===== config.mk =====
export PLATFORM = sky130hd
export DESIGN_NAME = uad_ctrl
export DESIGN_NICKNAME = d
export VERILOG_FILES = /design/src/verilog/uad_pkg.sv /design/src/verilog/uad_ctrl.sv
export VERILOG_INCLUDE_DIRS = /design/src /design/src/verilog
export SDC_FILE = /design/constraint.sdc
export NUM_CORES = 1
export LEC_CHECK = 0
export ABC_AREA = 0
export BUFFER_PORTS_ARGS = -buffer_cell sky130_fd_sc_hd__buf_4
export CAP_MARGIN = 30
export CORE_MARGIN = 2
export CORE_UTILIZATION = 55
export CTS_CLUSTER_SIZE = 25
export DETAILED_ROUTE_END_ITERATION = 10
export PLACE_DENSITY = 0.74
export SLEW_MARGIN = 20
export SYNTH_ARGS = -nofsm -noshare
export SYNTH_HDL_FRONTEND = slang
export SYNTH_SLANG_ARGS = --single-unit

===== constraint.sdc =====
create_clock -name i_clk -period 5.72 [get_ports i_clk]
set_input_delay 0.286 -clock i_clk [delete_from_list [all_inputs] [get_ports i_clk]]
set_output_delay 0.286 -clock i_clk [all_outputs]
set_load 0.05 [all_outputs]

===== src/verilog/uad_cfg.svh =====
// Constants for the accessory detection controller.
`ifndef UAD_CFG_SVH
`define UAD_CFG_SVH
`define UAD_I2C_ADDR 7'h25
`define UAD_CLK_NS 50
`define UAD_MS_NS 1000000
`define UAD_T_HANG_MS 30
`define UAD_T_SDP_MS 120
`define UAD_T_CHG_MS 160
`define UAD_T_CARKIT_MS 140
`define UAD_T_IDCHK_MS 50
`define UAD_ID_CHECKS 3
`define UAD_T_DCD_MS 600
`define UAD_MS_W 10
`define UAD_MS_SAT 10'h3ff
`endif


===== src/verilog/uad_pkg.sv =====
// Types shared by the accessory detection controller.
package uad_pkg;
  // Port type reported by the charger detection front end.
  typedef enum logic [1:0] {
    UAD_PORT_NONE = 2'h0,
    UAD_PORT_SDP = 2'h1,
    UAD_PORT_CDP = 2'h2,
    UAD_PORT_DCP = 2'h3
  } uad_port_t;
  // Switch settings: charger FET and the two data switches.
  typedef struct packed {
    logic fet;
    logic dp;
    logic dm;
  } uad_sw_t;
  // Address phase of the serial slave.
  typedef enum logic [3:0] {
    UAD_I_IDLE = 4'h1,
    UAD_I_ADDR = 4'h2,
    UAD_I_ACK = 4'h4,
    UAD_I_SKIP = 4'h8
  } uad_i2c_t;
endpackage

===== src/verilog/uad_ctrl.sv =====
// Accessory detection control: serial address slave, hang reset, attach timing.
// Function
// Acknowledge serial address 0100101; the eighth address bit selects read or write.
// Self reset after both serial lines stay low for 30 ms.
// Standard port: close FET and data switches 120 ms after power valid.
// Charging or dedicated port: close FET 160 ms after power valid.
// Car kit charger is reported 140 ms after power valid.
// Resistor-only attach without power drives interrupt low after 150 ms.
// Initial resistor detection is three consecutive 50 ms checks.
// Data contact check ends by timeout, nominally 600 ms, if no contact.
// Automatic mode closes data switches for known ports except dedicated port.
// Serial inputs ignore spikes of one clock period or less.
// Manual enable takes switch settings from the manual inputs.
// One millisecond time base; counters restart when attach condition vanishes.
`timescale 1ns/100ps
`default_nettype none
`include "uad_cfg.svh"
module uad_ctrl import uad_pkg::*; #(
  parameter int MS_CYCLES = `UAD_MS_NS / `UAD_CLK_NS,
  parameter int DCD_MS = `UAD_T_DCD_MS
) (
  input wire logic i_clk,
  input wire logic i_rstn,
  input wire logic i_scl,
  input wire logic i_sda,
  output logic o_sda_out,
  output logic o_sda_oe,
  output logic o_addr_hit,
  output logic o_read,
  output logic o_self_reset,
  input wire logic i_connector_power_in,
  input wire logic i_connector_id_pin,
  input wire logic [1:0] i_port_type,
  input wire logic i_carkit,
  input wire logic i_data_contact,
  input wire logic i_manual_switch_enable,
  input wire uad_sw_t i_manual_sw,
  output uad_sw_t o_sw,
  output logic o_carkit_detected,
  output logic o_dcd_timeout,
  output logic o_interrupt_out_n
);
  localparam logic [`UAD_MS_W-1:0] DCD_LIM = DCD_MS[`UAD_MS_W-1:0];
  localparam int TW = $clog2(MS_CYCLES);

  // Timer reaches a millisecond figure; shared by the switch and car kit interval checks.
  function automatic logic reached(input logic [`UAD_MS_W-1:0] ms, input int lim);
    reached = (ms >= lim[`UAD_MS_W-1:0]);
  endfunction

  // Three flops per pin input; the first is read only by the second.
  logic [2:0] scl_sync_reg;
  logic [2:0] sda_sync_reg;
  logic scl_reg;
  logic sda_reg;
  logic scl_last_reg;
  logic sda_last_reg;
  always_ff @(posedge i_clk or negedge i_rstn) begin
    if (!i_rstn) begin
      scl_sync_reg <= 3'h7;
      sda_sync_reg <= 3'h7;
    end else begin
      scl_sync_reg <= {scl_sync_reg[1:0], i_scl};
      sda_sync_reg <= {sda_sync_reg[1:0], i_sda};
    end
  end

  // A level counts only once stages two and three agree, so a one-cycle spike dies.
  always_ff @(posedge i_clk or negedge i_rstn) begin
    if (!i_rstn) begin
      scl_reg <= 1'b1;
      sda_reg <= 1'b1;
      scl_last_reg <= 1'b1;
      sda_last_reg <= 1'b1;
    end else begin
      if (scl_sync_reg[1] == scl_sync_reg[2]) begin
        scl_reg <= scl_sync_reg[2];
      end
      if (sda_sync_reg[1] == sda_sync_reg[2]) begin
        sda_reg <= sda_sync_reg[2];
      end
      scl_last_reg <= scl_reg;
      sda_last_reg <= sda_reg;
    end
  end

  logic scl_rise;
  logic scl_fall;
  logic start_cond;
  logic stop_cond;
  assign scl_rise = scl_reg && !scl_last_reg;
  assign scl_fall = !scl_reg && scl_last_reg;
  assign start_cond = scl_reg && scl_last_reg && sda_last_reg && !sda_reg;
  assign stop_cond = scl_reg && scl_last_reg && !sda_last_reg && sda_reg;

  // Millisecond time base.
  logic [TW-1:0] tick_cnt_reg;
  logic ms_tick;
  assign ms_tick = (tick_cnt_reg == TW'(MS_CYCLES - 1));
  always_ff @(posedge i_clk or negedge i_rstn) begin
    if (!i_rstn) begin
      tick_cnt_reg <= '0;
    end else begin
      tick_cnt_reg <= ms_tick ? '0 : tick_cnt_reg + 1'b1;
    end
  end

  // Bus hang: both lines low for the hang time fires a one-cycle self reset.
  logic [`UAD_MS_W-1:0] hang_ms_reg;
  logic hang_fire;
  assign hang_fire = !scl_reg && !sda_reg && ms_tick && (hang_ms_reg == `UAD_T_HANG_MS - 1);
  always_ff @(posedge i_clk or negedge i_rstn) begin
    if (!i_rstn) begin
      hang_ms_reg <= '0;
      o_self_reset <= 1'b0;
    end else begin
      o_self_reset <= hang_fire;
      if (scl_reg || sda_reg || hang_fire) begin
        hang_ms_reg <= '0;
      end else if (ms_tick) begin
        hang_ms_reg <= hang_ms_reg + 1'b1;
      end
    end
  end

  // Address phase: shift seven address bits and the direction bit on rising clock.
  uad_i2c_t i2c_state_reg;
  logic [7:0] shift_reg;
  logic [3:0] bit_cnt_reg;
  always_ff @(posedge i_clk or negedge i_rstn) begin
    if (!i_rstn) begin
      i2c_state_reg <= UAD_I_IDLE;
      shift_reg <= 8'h00;
      bit_cnt_reg <= 4'h0;
      o_sda_oe <= 1'b0;
      o_addr_hit <= 1'b0;
      o_read <= 1'b0;
    end else begin
      o_addr_hit <= 1'b0;
      if (o_self_reset || stop_cond) begin
        i2c_state_reg <= UAD_I_IDLE;
        o_sda_oe <= 1'b0;
      end else if (start_cond) begin
        i2c_state_reg <= UAD_I_ADDR;
        bit_cnt_reg <= 4'h0;
        o_sda_oe <= 1'b0;
      end else begin
        case (i2c_state_reg)
          UAD_I_ADDR: begin
            if (scl_rise && bit_cnt_reg != 4'h8) begin
              shift_reg <= {shift_reg[6:0], sda_reg};
              bit_cnt_reg <= bit_cnt_reg + 1'b1;
            end else if (scl_fall && bit_cnt_reg == 4'h8) begin
              if (shift_reg[7:1] == `UAD_I2C_ADDR) begin
                i2c_state_reg <= UAD_I_ACK;
                o_sda_oe <= 1'b1;
                o_addr_hit <= 1'b1;
                o_read <= shift_reg[0];
              end else begin
                i2c_state_reg <= UAD_I_SKIP;
              end
            end
          end
          UAD_I_ACK: begin
            if (scl_fall) begin
              o_sda_oe <= 1'b0;
              i2c_state_reg <= UAD_I_SKIP;
            end
          end
          UAD_I_IDLE, UAD_I_SKIP: begin
            o_sda_oe <= 1'b0;
          end
          default: begin
            i2c_state_reg <= UAD_I_IDLE;
            o_sda_oe <= 1'b0;
          end
        endcase
      end
    end
  end

  // The slave only ever pulls the data line low.
  always_ff @(posedge i_clk or negedge i_rstn) begin
    if (!i_rstn) begin
      o_sda_out <= 1'b0;
    end else begin
      o_sda_out <= 1'b0;
    end
  end

  // Connector levels come from the analog front end in another domain.
  logic [2:0] pwr_sync_reg;
  logic [2:0] id_sync_reg;
  logic pwr_ok_reg;
  logic id_on_reg;
  always_ff @(posedge i_clk or negedge i_rstn) begin
    if (!i_rstn) begin
      pwr_sync_reg <= 3'h0;
      id_sync_reg <= 3'h0;
      pwr_ok_reg <= 1'b0;
      id_on_reg <= 1'b0;
    end else begin
      pwr_sync_reg <= {pwr_sync_reg[1:0], i_connector_power_in};
      id_sync_reg <= {id_sync_reg[1:0], i_connector_id_pin};
      if (pwr_sync_reg[1] == pwr_sync_reg[2]) begin
        pwr_ok_reg <= pwr_sync_reg[2];
      end
      if (id_sync_reg[1] == id_sync_reg[2]) begin
        id_on_reg <= id_sync_reg[2];
      end
    end
  end

  // Milliseconds since power valid; cleared when power drops or on self reset.
  logic [`UAD_MS_W-1:0] pwr_ms_reg;
  always_ff @(posedge i_clk or negedge i_rstn) begin
    if (!i_rstn) begin
      pwr_ms_reg <= '0;
    end else if (!pwr_ok_reg || o_self_reset) begin
      pwr_ms_reg <= '0;
    end else if (ms_tick && pwr_ms_reg != `UAD_MS_SAT) begin
      pwr_ms_reg <= pwr_ms_reg + 1'b1;
    end
  end

  // Automatic switch result from port type and elapsed time.
  uad_port_t port;
  uad_sw_t auto_sw;
  assign port = uad_port_t'(i_port_type);
  always_comb begin
    auto_sw = '0;
    case (port)
      UAD_PORT_SDP: begin
        auto_sw.fet = reached(pwr_ms_reg, `UAD_T_SDP_MS);
        auto_sw.dp = auto_sw.fet;
        auto_sw.dm = auto_sw.fet;
      end
      UAD_PORT_CDP: begin
        auto_sw.fet = reached(pwr_ms_reg, `UAD_T_CHG_MS);
        auto_sw.dp = auto_sw.fet;
        auto_sw.dm = auto_sw.fet;
      end
      UAD_PORT_DCP: begin
        auto_sw.fet = reached(pwr_ms_reg, `UAD_T_CHG_MS);
      end
      default: begin
        auto_sw = '0;
      end
    endcase
  end

  // Switch outputs, car kit and contact timeout are registered.
  always_ff @(posedge i_clk or negedge i_rstn) begin
    if (!i_rstn) begin
      o_sw <= '0;
      o_carkit_detected <= 1'b0;
      o_dcd_timeout <= 1'b0;
    end else begin
      o_sw <= i_manual_switch_enable ? i_manual_sw : auto_sw;
      o_carkit_detected <= i_carkit && reached(pwr_ms_reg, `UAD_T_CARKIT_MS);
      o_dcd_timeout <= pwr_ok_reg && !i_data_contact && (pwr_ms_reg >= DCD_LIM);
    end
  end

  // Resistor attach without power: three checks of one detection period each.
  logic [`UAD_MS_W-1:0] id_ms_reg;
  logic [1:0] id_chk_reg;
  logic id_run;
  assign id_run = id_on_reg && !pwr_ok_reg && !o_self_reset;
  always_ff @(posedge i_clk or negedge i_rstn) begin
    if (!i_rstn) begin
      id_ms_reg <= '0;
      id_chk_reg <= 2'h0;
      o_interrupt_out_n <= 1'b1;
    end else if (!id_run) begin
      id_ms_reg <= '0;
      id_chk_reg <= 2'h0;
      o_interrupt_out_n <= 1'b1;
    end else if (ms_tick && id_chk_reg != `UAD_ID_CHECKS) begin
      if (id_ms_reg == `UAD_T_IDCHK_MS - 1) begin
        id_ms_reg <= '0;
        id_chk_reg <= id_chk_reg + 1'b1;
        if (id_chk_reg == `UAD_ID_CHECKS - 1) begin
          o_interrupt_out_n <= 1'b0;
        end
      end else begin
        id_ms_reg <= id_ms_reg + 1'b1;
      end
    end
  end
endmodule // uad_ctrl
`default_nettype wire


* Yosys cells after proc, flatten, opt, wreduce, memory -nomap -nowiden *
Index checks and enable logic that the tools add are counted.

cells by class
  add/subtract/negate cells = 6
  $lt $le $gt $ge = 4
  equality and inequality tests = 28
  multiplexer cells = 41
  bitwise logic cells = 3
  reduce and logical (&&, ||, !) cells = 43

operator list
  kind                                                                    number
  10-bit 2-to-1 mux                                                       7
  4-bit 2-to-1 mux                                                        9
  10-bit by 1-bit adder with 10-bit output, second input constant         3
  10-bit by 8-bit >= comparator with 1-bit output, second input constant  2
  4-bit != test, second input constant                                    5
  1-bit logical AND                                                       19
  1-bit 2-to-1 mux                                                        16
  15-bit by 1-bit adder with 15-bit output, second input constant         1
  15-bit equality test, second input constant                             1
  15-bit 2-to-1 mux                                                       1
  4-bit case mux with 3 select lines                                      1
  4-bit AND reduction                                                     3
  10-bit by 5-bit equality test with 1-bit output, second input constant  1
  10-bit by 6-bit equality test with 1-bit output, second input constant  1
  10-bit >= comparator, second input constant                             1
  10-bit by 7-bit >= comparator with 1-bit output, second input constant  1
  10-bit != test, second input constant                                   1
  4-bit equality test, second input constant                              2
  2-bit nonzero test                                                      4
  7-bit by 6-bit equality test with 1-bit output, second input constant   1
  1-bit zero test                                                         7
  2-bit equality test, second input constant                              3
  2-bit 2-to-1 mux                                                        3
  2-bit by 1-bit != test with 1-bit output, second input constant         3
  18 further kinds                                                        29

storage, ports and cells
  bits in registers = 91
  bits of input ports = 14
  output and inout bits = 11

* Logic depth before layout (Yosys ltp) *
Gate-level depths: netlist (run 1).

  depth in word-level cells = 8
  mapped depth = 8
  gate-level depth less buffers = 7

* Least setup slack after synthesis (run 1) *
OpenSTA, ideal clock, no wires.

  path type = flip-flop to flip-flop
  start = register tick_cnt_reg[7]
  end = register id_ms_reg[4]
  library setup time = 0.121 ns
  data arrival time = 2.017 ns
  data required time = 5.599 ns
  slack = 3.582 ns
  stages on the path, launching flop included = 7
  path buffers = 1
  cells stage by stage = dfrtp_1 -> or4_4 -> or4_4 -> buf_6 -> nor2_2 -> o22ai_1 -> a22o_1

between the ends
  word-level cells in the longest chain between the ends = 3

RTL lines
  item                                                RTL line         text
  start, declared                                     uad_ctrl.sv:97   logic [TW-1:0] tick_cnt_reg;
  start signal, assigned                              uad_ctrl.sv:104  tick_cnt_reg <= ms_tick ? '0 : tick_cnt_reg + 1'b1;
  15-bit equality test                                uad_ctrl.sv:99   assign ms_tick = (tick_cnt_reg == TW'(MS_CYCLES - 1));
  1-bit logical AND (no line)                         --
  2-bit by 1-bit != test with 1-bit output (no line)  --
  end signal, assigned                                uad_ctrl.sv:287  id_ms_reg <= id_ms_reg + 1'b1;
  end, declared                                       uad_ctrl.sv:266  logic [`UAD_MS_W-1:0] id_ms_reg;

No other way between the ends.
A chain may end at the register's enable or synchronous reset.

* Worst setup path after layout (run 1) *
  start = register i2c_state_reg[3]
  end = register bit_cnt_reg[2]

between the ends
  word-level cells in the longest chain between the ends = 3

RTL lines
  item                                            RTL line         text
  start, declared                                 uad_ctrl.sv:127  uad_i2c_t i2c_state_reg;
  start signal, assigned                          uad_ctrl.sv:132  i2c_state_reg <= UAD_I_IDLE;
  start signal, assigned                          uad_ctrl.sv:141  i2c_state_reg <= UAD_I_IDLE;
  start signal, assigned                          uad_ctrl.sv:144  i2c_state_reg <= UAD_I_ADDR;
  4-bit by 2-bit equality test with 1-bit output  uad_ctrl.sv:148  case (i2c_state_reg)
  2-bit nonzero test (no line)                    --
  3-bit AND reduction (no line)                   --
  end signal, assigned                            uad_ctrl.sv:152  bit_cnt_reg <= bit_cnt_reg + 1'b1;
  end, declared                                   uad_ctrl.sv:129  logic [3:0] bit_cnt_reg;

No other way between the ends.

==> results of run 1 <==
cell type report:
class,count,share of cell area (%)
clock buffers,9,2.565
clock inverters,7,1.373
inverters,14,1.088
multi-input cells,286,40.57
flip-flops and latches,91,47.46
well taps,102,2.642
repair buffers,27,4.301
cell usage in the layout (no fill, tap or decap), types with 6 or more instances in the layout:
master | synthesis | routed
sky130_fd_sc_hd__a21o_1 | 6 | 6
sky130_fd_sc_hd__a21oi_1 | 11 | 11
sky130_fd_sc_hd__and2_1 | 7 | 7
sky130_fd_sc_hd__and3_1 | 11 | 11
sky130_fd_sc_hd__buf_4 | 1 | 25
sky130_fd_sc_hd__clkbuf_8 | 0 | 9
sky130_fd_sc_hd__dfrtp_1 | 79 | 79
sky130_fd_sc_hd__dfstp_2 | 12 | 12
sky130_fd_sc_hd__ha_1 | 15 | 15
sky130_fd_sc_hd__inv_1 | 14 | 14
sky130_fd_sc_hd__mux2_2 | 10 | 10
sky130_fd_sc_hd__nand2_1 | 24 | 24
sky130_fd_sc_hd__nand3_1 | 18 | 18
sky130_fd_sc_hd__nand4_1 | 18 | 18
sky130_fd_sc_hd__nor2_1 | 37 | 37
sky130_fd_sc_hd__o21ai_0 | 17 | 17
sky130_fd_sc_hd__xnor2_1 | 10 | 10
sky130_fd_sc_hd__xor2_1 | 17 | 17
path summary, 6_finish.rpt:
path | end | start | cells past startpoint
worst max-delay path | bit_cnt_reg[2] | i2c_state_reg[3] | 5
max in group asynchronous | hang_ms_reg[4] | i_rstn | 3
worst min-delay path | sda_sync_reg[0] | i_sda | 1
worst min register to register | sda_sync_reg[1] | sda_sync_reg[0] | 0
worst max register to register | bit_cnt_reg[2] | i2c_state_reg[3] | 5
min in group asynchronous | i2c_state_reg[1] | i_rstn | 2
timing repair:
action / in CTS / in global routing
hold buffers: 2 / 0
buffers inserted: 0 / 0
setup endpoints to repair: 0 / 0
hold endpoints to repair: 21 / 0
metrics by stage:
step / cells / hold slack (ns) / utilization (%) / total power [mW] / area [µm²]
4_1_cts: 536 / 0.009476 / 62.83 / 1.180 / 4830
5_1_grt: 536 / 0.004314 / 62.83 / 1.224 / 4830
3_3_place_gp: 518 / 0.2410 / 60.09 / 0.7537 / 4619
6_report: 536 / 0.02682 / 62.83 / 1.162 / 4830
3_5_place_dp: 518 / 0.2408 / 60.09 / 0.7574 / 4619
2_1_floorplan: 400 / -0.009591 / - / 0.7229 / 4350
cell families (layout without fill, tap and decap cells):
kind of cell	Yosys count	in the layout	share of synthesized area, %
other cells	1	1	0.08620
flops	91	91	52.69
fa+ha+maj	19	19	5.234
xor+xnor	27	27	5.436
simple gates	162	162	21.54
buf+inv	23	57	2.272
mux	11	11	2.819
compound gates	66	66	9.922
metal layers:
| layer | global-route usage (%) | vias up |
|---|---|---|
| met2 | 32.91 | 52 |
| met3 | 3.580 | 14 |
| met1 | 27.02 | 1501 |
| met4 | 7.475 | 0 |
| met5 | 0 | - |
| li1 | - | 1491 |
synth_stat cells (4+ instances only):
cell,n
sky130_fd_sc_hd__a21oi_1,11
sky130_fd_sc_hd__a21o_1,6
sky130_fd_sc_hd__a22o_1,4
sky130_fd_sc_hd__nor2_1,37
sky130_fd_sc_hd__xor2_1,17
sky130_fd_sc_hd__clkbuf_1,4
sky130_fd_sc_hd__and4_1,4
sky130_fd_sc_hd__nand3_1,18
sky130_fd_sc_hd__inv_1,14
sky130_fd_sc_hd__mux2_2,10
sky130_fd_sc_hd__o31ai_1,5
sky130_fd_sc_hd__dfstp_2,12
sky130_fd_sc_hd__maj3_1,4
sky130_fd_sc_hd__nand4_1,18
sky130_fd_sc_hd__and2_1,7
sky130_fd_sc_hd__xnor2_1,10
sky130_fd_sc_hd__nor3_1,5
sky130_fd_sc_hd__dfrtp_1,79
sky130_fd_sc_hd__nand2b_1,5
sky130_fd_sc_hd__o21ai_0,17
sky130_fd_sc_hd__ha_1,15
sky130_fd_sc_hd__nor4b_1,5
sky130_fd_sc_hd__a31oi_1,4
sky130_fd_sc_hd__nand2_1,24
sky130_fd_sc_hd__and3_1,11
power by group:
| part | switching [mW] | total [mW] | internal [mW] | leakage (nW) |
|---|---|---|---|---|
| Sequential | 0.0123 | 0.673 | 0.661 | 1.19 |
| Clock | 0.247 | 0.417 | 0.170 | 0.0986 |
| Combinational | 0.0446 | 0.0716 | 0.0269 | 0.881 |
| Total | 0.304 | 1.16 | 0.858 | 2.17 |
==> reports/qor_table.md, run 1 <==
| Item | This run |
| --- | --- |
| Run status | complete, no violations |
| Sum of met2 wire segment lengths after detailed routing | 3.682 mm |
| I/O Pins | 25 |
| Sort of element at the start of the critical path | flip-flop |
| Cell Chain, Critical Path | nor4b_1, nand4_1, and2_1, o21ai_0, o21ai_0 |
| Yosys top cell area share | 45.44% |
| Antenna-violating nets left | 0 |
| CTS sink count | 91 |
| Cell type contributing the most total cell area after synthesis | sky130_fd_sc_hd__dfrtp_1 |
| Count of mapped cells out of synthesis | 400 |
| Number of buffers added on ports | 23 |
| Lkg Pwr | 2.174 nW |
| Worst slew pin tran | 0.9056 ns |
| Number of flip-flops under the largest register name | 15 |
| Required time at the endpoint of the critical path | 5.94 ns |
| DR WL met3 | 235 µm |
| Synthesized Nets | 429 |
| Peak VDD IR | 0.1185 mV |
| Headroom to the max-slew limit | 39.50% |
| Layout cells sized above 1 | 17.74% |
| Total Wirelength | 7.675 mm |
| Vias | 3,058 |
| Seq. cell area | 2292 µm² |
| Number of nets in the finished design | 458 |
| Setup slack on the worst flop-to-flop path | 3.13 ns |
| Proportion of synthesized flip-flops having asynchronous set or reset | 100.0% |
| DRC marker count from the first detailed-route iteration | 152 |
| Standard-cell row count | 32 |
| Max_cap viols | 0 |
| Total negative setup slack | 0 ns |
| Half-perimeter wire length after placement | 5.320 mm |
| Share of the clock period used by the worst path | 45.27% |
| Total grt overflow | 0 |
| Top Metal Used | met4 |
| Final Skew | 0.01311 ns |
| Critical path peak fanout | 15 |
| Count of cell types in the netlist | 62 |
| Unrepaired setup endpoints after global routing | false |
| Top flip-flop cell by instance count after synthesis | sky130_fd_sc_hd__dfrtp_1 |
| Minimum period implied by the final worst setup slack | 2.589 ns |
| Wl on met1 | 3.625 mm |
| Crit path setup slack, layout | 3.131 ns |
| Crit-path most repeated cell | sky130_fd_sc_hd__o21ai_0 |
| Place WS | 3.141 ns |
| Fraction of the yosys area taken by sequential cells | 52.69% |
| Die height | 92.94 µm |
| Vias per std cell | 5.705 |
| Cell at the root of the clock tree | sky130_fd_sc_hd__clkbuf_8 |
| Starting density of the core | 56.59% |
| Family with the most delay on the worst path | simple AND/OR/NAND/NOR gates |
| Clk Latency, worst-skew pair | 0.36 ns |
| Cell Area, Synth | 4350 µm² |
| Fin. Hold Viols | 0 |
| Post-synth EDFFs | 0 |
| Leading post-synthesis cells by cell area | sky130_fd_sc_hd__dfrtp_1 45%, sky130_fd_sc_hd__dfstp_2 7.2%, sky130_fd_sc_hd__ha_1 4.3%, sky130_fd_sc_hd__xor2_1 3.4%, sky130_fd_sc_hd__nor2_1 3.2% |
| Critical-path top delay cell | sky130_fd_sc_hd__nand4_1 |
| Wire length of the first global-routing pass | 13.87 mm |
| Growth of design area from synthesis to finish | 11.02% |
| Kind of end point of the critical path | flip-flop |
| Number of synthesized register bits | 91 |
| Number of buffers created by CTS | 9 |
| Buffers from clock root to sink, at most | 2 |
| Die span in x | 92.94 µm |
| Final setup violation count | 0 |
| Category of the critical setup timing path | reg2reg |
| Pwr/cell area | 240.5 nW/µm² |
| Class of the tightest hold or removal check | in2reg |
| WP buf/inv | 0 |
| Pin count of the biggest net entering global routing | 60 |
| Post-DR wirelength/cell | 14.32 µm |
| Tot GR Track Use | 20.14% |
| Via count of the first global-routing pass | 3,058 |
| Area of the placeable core | 7687 µm² |
| Max stage delay on crit path | 0.70 ns |
| Clock-pin slew of the registers on the worst-case setup and hold paths | 0.10 ns |
| Achievable Freq | 0.3862 GHz |
| Avg Cell Area, Syn | 10.88 µm² |
| DRT Pass-1 Iters | 6 |
| YS warnings | 0 |
| Diode count | 0 |
| Multi-input gate area | 1959 µm² |
| Weighted congestion reported at the end of routability-driven placement | 0.8226 |
| Filler cell count | 631 |
| Pins over their slew limit | 0 |
| Antenna violations before repair | 0 |
| Max H-tree Level | 3 |
| Number of DRC violations after detailed routing | 0 |
| CTS tree | done |
| Number of instances resized during post-cts repair | 0 |
| Die area | 8637 µm² |
| CP arrival | 2.81 ns |
Note: power is estimated with default switching activity, not from simulation.
==> inputs of run 2 (changes only) <==
--- a/config.mk
+++ b/config.mk
@@ -6,7 +6,7 @@
 export SDC_FILE = /design/constraint.sdc
 export NUM_CORES = 1
 export LEC_CHECK = 0
-export ABC_AREA = 0
+export ABC_AREA = 1
 export BUFFER_PORTS_ARGS = -buffer_cell sky130_fd_sc_hd__buf_4
 export CAP_MARGIN = 30
 export CORE_MARGIN = 2
==> constraint.sdc (replaced) <==
create_clock -name i_clk -period 2.4 [get_ports i_clk]
set_input_delay 0.12 -clock i_clk [delete_from_list [all_inputs] [get_ports i_clk]]
set_output_delay 0.12 -clock i_clk [all_outputs]
set_load 0.05 [all_outputs]
==> run 2 against run 1 <==
Net effect: via count up 26%; fmax increased by 37%; clock skew down 0.0031 ns; die area up 11%; power increased to 2.6 times the previous value; global-route usage fell by 0.11 points; routed wire length grew 17%; worst hold slack got worse by 0.0034 ns; combinational power grew to 4.3 times the previous value.
==> reports/qor_table.md, run 2 <==
| Item | This run | vs previous |
| --- | --- | --- |
| Minimum period implied by the final worst setup slack | 1.888 ns | -0.7017 ns |
| Post-synth EDFFs | 0 | unchanged |
| Tot GR Track Use | 20.03% | -0.11 points |
| Commonest cells in the netlist | 168 x sky130_fd_sc_hd__nand2_1, 83 x sky130_fd_sc_hd__inv_1, 79 x sky130_fd_sc_hd__dfrtp_1 |  |
| Clock-pin slew of the registers on the worst-case setup and hold paths | 0.09 ns | about the same |
| Crit path setup slack, layout | 0.5124 ns | -2.618 ns |
| I/O Pins | 25 | unchanged |
| Diode count | 0 | unchanged |
| Number of buffers created by CTS | 9 | unchanged |
| DRC marker count from the first detailed-route iteration | 163 | +7.2% |
| Launch point of the worst reg-to-reg path | sda_reg |  |
| Clk network pwr share | 35.1% | -0.8 points |
| Count of cell types in the netlist | 41 | -34% |
| Die span in x | 97.78 µm | +5.2% |
| Terminating pin of the worst hold path | o_carkit_detected |  |
| Required time at the endpoint of the critical path | 2.63 ns | -3.31 ns |
| Vias per std cell | 5.037 | -12% |
| Non-filler cells, final | 766 | +43% |
| Half-perimeter wire length after placement | 6.593 mm | +24% |
| Worst r2r dst | bit_cnt_reg[0] |  |
| Cell Area, Synth | 4837 µm² | +11% |
| Total grt overflow | 0 | unchanged |
| Fin. Hold Viols | 0 | unchanged |
| Layout cells sized above 1 | 11.85% | -5.9 points |
| Grt met1 use | 25.58% | -1.4 points |
| Highest-count cells in the layout ignoring fill and taps | 168 x sky130_fd_sc_hd__nand2_1, 83 x sky130_fd_sc_hd__inv_1, 79 x sky130_fd_sc_hd__dfrtp_1 |  |
| Seq. cell area | 2292 µm² | unchanged |
| Max_cap viols | 0 | unchanged |
| Via count of the first global-routing pass | 3,831 | +25% |
| Avg Cell Area, Syn | 7.904 µm² | -27% |
| Clk Latency, worst-skew pair | 0.35 ns | about the same |
| Area of the placeable core | 8636 µm² | +12% |
| Leading post-synthesis cells by cell area | sky130_fd_sc_hd__dfrtp_1 41%, sky130_fd_sc_hd__nand2_1 13%, sky130_fd_sc_hd__dfstp_2 6.5%, sky130_fd_sc_hd__inv_1 6.4%, sky130_fd_sc_hd__nand3_1 5.7% |  |
| Count of mapped cells out of synthesis | 612 | +53% |
| Most common cell in the synthesized netlist | sky130_fd_sc_hd__nand2_1 |  |
| Startpoint of the most critical hold path | i_carkit |  |
| Antenna violations before repair | 0 | unchanged |
| Psw | 0.7650 mW | +150% |
| Synthesized Nets | 641 | +49% |
| Critical path peak fanout | 13 | -2 |
| Busiest layer in global routing | met2 |  |
| Wire length of the first global-routing pass | 16.06 mm | +16% |
| DRT Pass-1 Iters | 4 | -2 |
| Pins over their slew limit | 0 | unchanged |
| WP buf/inv | 3 | +3 |
| Die height | 97.78 µm | +5.2% |
| Standard-cell row count | 34 | +6.3% |
| CP arrival | 2.12 ns | -0.69 ns |
| Hold Crit Depth | 2 | +1 |
| Class of the tightest hold or removal check | in2reg |  |
| Critical-path top delay cell | sky130_fd_sc_hd__dfstp_2 |  |
| Area of placed instances | 5129 µm² | +11% |
| Met3 Use GR | 3.221% | -0.36 points |
| Comb power frac | 10.3% | +4.1 points |
| Growth of design area from synthesis to finish | 12.55% |  |
| Peak VDD IR | 0.3543 mV | +200% |
| Worst r2r path cells | 9 | +4 |
| Total negative setup slack | 0 ns | unchanged |
| Proportion of synthesized flip-flops having asynchronous set or reset | 100.0% | unchanged |
| Dpl cells | 739 | +43% |
| Met2 usage | 34.64% | +1.7 points |
| Max stage delay on crit path | 0.55 ns | -0.15 ns |
| Most frequent standard cell in the layout excluding fill and tap cells | sky130_fd_sc_hd__nand2_1 |  |
| Unrepaired setup endpoints after global routing | false |  |
| Number of flip-flops under the largest register name | 15 | unchanged |
| Crit-path most repeated cell | sky130_fd_sc_hd__nand2_1 |  |
| CTS tree | done |  |
| Top flip-flop cell by instance count after synthesis | sky130_fd_sc_hd__dfrtp_1 |  |
| Max H-tree Level | 3 | unchanged |
| Kind of end point of the critical path | flip-flop |  |
| Vias | 3,858 | +26% |
| Number of DRC violations after detailed routing | 0 | unchanged |
| Pin count of the biggest net entering global routing | 57 | -5.0% |
| Multi-input gate area | 2177 µm² | +11% |
| Die area | 9561 µm² | +11% |
| Share of the clock period used by the worst path | 78.65% | +33 points |
| Cts-stage hold buffer count | 11 | +9 |
| Fraction of power spent switching nets | 25.35% | -0.79 points |
| Cell at the root of the clock tree | sky130_fd_sc_hd__clkbuf_8 |  |
| Filler cell count | 740 | +17% |
| Yosys top cell area share | 40.87% | -4.6 points |
| Number of nets in the finished design | 682 | +49% |
| Run status | complete, no violations |  |
| Achievable Freq | 0.5298 GHz | +37% |
| Place WS | 0.5187 ns | -2.622 ns |
| Number of buffers added on ports | 23 | unchanged |
| Family with the most delay on the worst path | simple AND/OR/NAND/NOR gates |  |
| Cell Chain, Critical Path | inv_1, nor2_1, nand2_1, nand2_1, inv_1, nand2_1, clkinv_1, nand2_1, o21ai_0 |  |
| Buffers from clock root to sink, at most | 2 | unchanged |
| Number of setup buffers added after CTS | 0 | unchanged |
| Number of synthesized register bits | 91 | unchanged |
| Setup slack on the worst flop-to-flop path | 0.51 ns | -2.62 ns |
| Cell type contributing the most total cell area after synthesis | sky130_fd_sc_hd__dfrtp_1 |  |
| Part of the total power dissipated in sequential elements | 54.6% | -3.3 points |
| Weighted congestion reported at the end of routability-driven placement | 0.8836 | +7.4% |
| Starting density of the core | 56.01% | -0.58 points |
| Sort of element at the start of the critical path | flip-flop |  |
| Antenna-violating nets left | 0 | unchanged |
| Final setup violation count | 0 | unchanged |
| Category of the critical setup timing path | reg2reg |  |
| Design area | 5444 µm² | +13% |
| Pwr/cell area | 554.2 nW/µm² | +130% |
| Number of instances resized during post-cts repair | 0 | unchanged |
| Post-DR wirelength/cell | 11.72 µm | -18% |
| Final Skew | 0.01006 ns | -0.003052 ns |
| YS warnings | 0 | unchanged |
| Total Wirelength | 8.980 mm | +17% |
| CTS sink count | 91 | unchanged |
| Lkg Pwr | 2.672 nW | +23% |
| Fraction of the yosys area taken by sequential cells | 47.39% | -5.3 points |
| Cell internal power dissipation | 2.252 mW | +160% |
run 2: cell types whose count changed in the layout (fill, tap and decap cells not counted), sizes merged, moves of 8 or more:
| cell | change |
|---|---|
| dlygate4sd3 | +9 |
| nand3 | +38 |
| xnor2 | -8 |
| nand4 | -8 |
| nand2 | +151 |
| mux2 | -10 |
| and3 | -9 |
| inv | +67 |
| nor2 | +40 |
| a21oi | -8 |
| o21ai | +24 |
run 2: layer usage:
| layer | vias to the layer above | routed length (µm) |
|---|---|---|
| li1 | 2008 | - |
| met1 | 1783 | 4173 |
| met2 | 54 | 4426 |
| met3 | 13 | 239 |
| met4 | 0 | 140 |
| met5 | - | 0 |
run 2: layout make-up:
type                       instances  area share, %
inverter                          87          6.091
timing repair buffer              35          5.562
sequential                        91          42.11
multi-input combinational        429          39.99
clock buffer                      13          2.919
clock inverter                     3         0.8504
tap                              108          2.482
run 2: worst max path at each step:
stage                 startpoint             end  slack [ns]  cells past startpoint
finish                   sda_reg  bit_cnt_reg[0]        0.51                      9
global route             sda_reg  bit_cnt_reg[0]        0.34                      9
CTS                      sda_reg  bit_cnt_reg[0]        0.50                      9
detailed placement       sda_reg  bit_cnt_reg[0]        0.52                      9
global placement         sda_reg  bit_cnt_reg[1]        0.60                      9
floorplan           o_self_reset    id_ms_reg[6]        0.87                      8
run 2: logic make-up (layout without fill, tap and decap cells):
kind of cell | count (synthesis) | count (layout) | synth area share (%)
and+or+nand+nor | 338 | 338 | 30.50
buffers and inverters | 92 | 138 | 7.605
DFF | 91 | 91 | 47.39
AOI/OAI and AO/OA | 55 | 55 | 6.829
adders and majority gates | 19 | 19 | 4.708
xor gates and xnor gates | 16 | 16 | 2.897
other | 1 | 1 | 0.07753
run 2: metrics by stage:
step	utilization, %	power (mW)	hold slack (ns)
CTS	63.04	3.058	0.008965
floorplan	-	1.869	-0.1756
global route	63.04	3.163	0.03703
detailed placement	59.39	1.978	0.1214
global placement	59.39	1.964	0.1187
finish	63.04	3.017	0.02343
run 2: power groups by stage:
stage / sequential (mW) / clock [mW] / combinational [mW]
5_1_grt: 1.66 / 1.15 / 0.354
4_1_cts: 1.65 / 1.09 / 0.313
2_1_floorplan: 1.69 / 0 / 0.180
6_report: 1.65 / 1.06 / 0.310
3_5_place_dp: 1.68 / 0 / 0.298
3_3_place_gp: 1.68 / 0 / 0.288
==> inputs of run 3 (changes only) <==
--- a/config.mk
+++ b/config.mk
@@ -13,7 +13,7 @@
 export CORE_UTILIZATION = 55
 export CTS_CLUSTER_SIZE = 25
 export DETAILED_ROUTE_END_ITERATION = 10
-export PLACE_DENSITY = 0.74
+export PLACE_DENSITY = 0.77
 export SLEW_MARGIN = 20
 export SYNTH_ARGS = -nofsm -noshare
 export SYNTH_HDL_FRONTEND = slang
==> constraint.sdc (replaced) <==
create_clock -name i_clk -period 1.7 [get_ports i_clk]
set_input_delay 0.085 -clock i_clk [delete_from_list [all_inputs] [get_ports i_clk]]
set_output_delay 0.085 -clock i_clk [all_outputs]
set_load 0.05 [all_outputs]
==> run 3 against run 2 <==
Net effect: cell area rose by 2.7%; sequential power rose by 41%; non-clock buffer count rose by 16; clock power rose by 32%; global-route usage rose by 1.5 points.
==> reports/qor_table.md, run 3 (synthesis results as in run 2) <==
| Item | This run | vs previous |
| --- | --- | --- |
| Run status | complete, no violations |  |
| CTS tree | done |  |
| Kind of end point of the critical path | flip-flop |  |
| Total negative setup slack | 0 ns | unchanged |
| Post-DR wirelength/cell | 12.21 µm | +4.1% |
| Cell Chain, Critical Path | ha_2, nand3_4, nor2_4, nand2_4, inv_6, nand2_4, nand2_8, nand2_1, o21ai_2 |  |
| Area of the placeable core | 8636 µm² | unchanged |
| Die height | 97.78 µm | unchanged |
| Fin. Hold Viols | 0 | unchanged |
| Cell at the root of the clock tree | sky130_fd_sc_hd__clkbuf_8 |  |
| Unrepaired setup endpoints after global routing | false |  |
| Tot GR Track Use | 21.54% | +1.5 points |
| Dpl cells | 748 | +1.2% |
| Crit-path most repeated cell | sky130_fd_sc_hd__nand2_4 |  |
| Vias | 4,074 | +5.6% |
| Diode count | 0 | unchanged |
| CTS sink count | 91 | unchanged |
| Number of flip-flops under the largest register name | 15 | unchanged |
| Clk Latency, worst-skew pair | 0.37 ns | +0.02 ns |
| DRC marker count from the first detailed-route iteration | 202 | +24% |
| Achievable Freq | 0.6315 GHz | +19% |
| Half-perimeter wire length after placement | 6.981 mm | +5.9% |
| Family with the most delay on the worst path | simple AND/OR/NAND/NOR gates |  |
| Weighted congestion reported at the end of routability-driven placement | 0.9049 | +2.4% |
| Filler cell count | 735 | -0.68% |
| Minimum period implied by the final worst setup slack | 1.584 ns | -0.3041 ns |
| Standard-cell row count | 34 | unchanged |
| Buffers from clock root to sink, at most | 2 | unchanged |
| Seq. cell area | 2293 µm² | about the same |
| Design area | 5590 µm² | +2.7% |
| WP buf/inv | 1 | -2 |
| Critical path peak fanout | 13 | unchanged |
| Total grt overflow | 0 | unchanged |
| CP arrival | 1.88 ns | -0.24 ns |
| Wire length of the first global-routing pass | 17.02 mm | +5.9% |
| Layout cells sized above 1 | 14.99% | +3.1 points |
| Sort of element at the start of the critical path | flip-flop |  |
| Number of buffers added on ports | 23 | unchanged |
| Via count of the first global-routing pass | 3,976 | +3.8% |
| Number of DRC violations after detailed routing | 0 | unchanged |
| Critical-path top delay cell | sky130_fd_sc_hd__dfrtp_1 |  |
| Growth of design area from synthesis to finish | 15.57% |  |
| DRT Pass-1 Iters | 5 | +1 |
| Most frequent standard cell in the layout excluding fill and tap cells | sky130_fd_sc_hd__nand2_1 |  |
| Final setup violation count | 0 | unchanged |
| Clock-pin slew of the registers on the worst-case setup and hold paths | 0.09 ns | about the same |
| Pwr/cell area | 750.6 nW/µm² | +35% |
| Required time at the endpoint of the critical path | 1.99 ns | -0.64 ns |
| Die area | 9561 µm² | unchanged |
| Fin util | 64.73% | +1.7 points |
| Max stage delay on crit path | 0.37 ns | -0.18 ns |
| Class of the tightest hold or removal check | in2reg |  |
| Highest-count cells in the layout ignoring fill and taps | 167 x sky130_fd_sc_hd__nand2_1, 81 x sky130_fd_sc_hd__inv_1, 78 x sky130_fd_sc_hd__dfrtp_1 |  |
| Number of buffers created by CTS | 9 | unchanged |
| Antenna-violating nets left | 0 | unchanged |
| Die span in x | 97.78 µm | unchanged |
| Non-filler cells, final | 782 | +2.1% |
| Vias per std cell | 5.210 | +3.4% |
| Category of the critical setup timing path | reg2reg |  |
| Max_cap viols | 0 | unchanged |
| Area of placed instances | 5196 µm² | +1.3% |
| Share of the clock period used by the worst path | 93.15% | +14 points |
| I/O Pins | 25 | unchanged |
| Peak VDD IR | 0.4721 mV | +33% |
| Number of nets in the finished design | 698 | +2.3% |
| Multi-input gate area | 2210 µm² | +1.5% |
| Lkg Pwr | 2.739 nW | +2.5% |
| Final Skew | 0.009057 ns | -0.001006 ns |
| Max H-tree Level | 3 | unchanged |
| Total Wirelength | 9.545 mm | +6.3% |
| Pins over their slew limit | 0 | unchanged |
| Antenna violations before repair | 0 | unchanged |
| Starting density of the core | 56.01% | unchanged |
| Pin count of the biggest net entering global routing | 36 | -37% |
[run 3: changes by cell type in the layout (fill, tap and decap cells not counted), sizes merged]
cell and change:
buf +13, bufinv -1, clkbuf -2, clkinv +2, clkinvlp +1, dlygate4sd3 +3
[run 3: layer usage]
metal / share of wire (%) / track usage [%]
met1: 46 / 27.66
met2: 49 / 36.50
met3: 3.6 / 4.939
met4: 1.6 / 6.838
met5: 0 / 0
[run 3: what timing repair did]
action | 4_1_cts | 5_1_grt
setup buffers | 0 | 4
hold buffers | 14 | 0
gates cloned | 0 | 0
setup endpoints to repair | 1 | 43
gates resized for setup | 1 | 11
endpoints found under the hold margin | 36 | 0
pin swaps | 0 | 3
[run 3: worst paths after layout]
| kind | startpoint | endpoint | slack, ns | cells after the start |
|---|---|---|---|---|
| max reg2reg | tick_cnt_reg[0] | pwr_ms_reg[4] | 0.12 | 9 |
| max in group asynchronous | i_rstn | scl_sync_reg[0] | 0.83 | 3 |
| min | i_port_type[1] | o_sw[2] | 0.18 | 6 |
| min reg2reg | pwr_sync_reg[0] | pwr_sync_reg[1] | 0.36 | 0 |
| min in group asynchronous | i_rstn | i2c_state_reg[2] | 0.20 | 2 |
| max | tick_cnt_reg[0] | pwr_ms_reg[4] | 0.12 | 9 |
[run 3: layout make-up]
type,count,area share (%)
repair buffers,51,7.699
clock inverters,5,0.6714
well taps,108,2.417
flip-flops and latches,91,41.03
multi-input cells,429,39.53
clock buffers,11,2.708
inverters,87,5.953
[run 3: power by group]
group / internal (mW) / switching (mW)
Sequential: 2.27 / 0.0630
Combinational: 0.173 / 0.296
Clock: 0.613 / 0.783
Total: 3.05 / 1.14
[run 3: worst reg2reg max path: stages (launching register included)]
cell	delay (ns)
sky130_fd_sc_hd__dfrtp_1	0.37
sky130_fd_sc_hd__ha_2	0.24
sky130_fd_sc_hd__nand3_4	0.12
sky130_fd_sc_hd__nor2_4	0.15
sky130_fd_sc_hd__nand2_4	0.11
sky130_fd_sc_hd__inv_6	0.12
sky130_fd_sc_hd__nand2_4	0.10
sky130_fd_sc_hd__nand2_8	0.13
sky130_fd_sc_hd__nand2_1	0.10
sky130_fd_sc_hd__o21ai_2	0.08
[run 3: metrics by stage]
stage	hold slack [ns]	setup slack [ns]	power (mW)
4_1_cts	0.1867	0.02485	4.219
5_1_grt	0.2245	0.01083	4.392
2_1_floorplan	-0.2106	0.1703	2.639
6_report	0.1849	0.1165	4.196
3_3_place_gp	0.06653	0.09683	2.784
3_5_place_dp	0.07210	0.02420	2.798
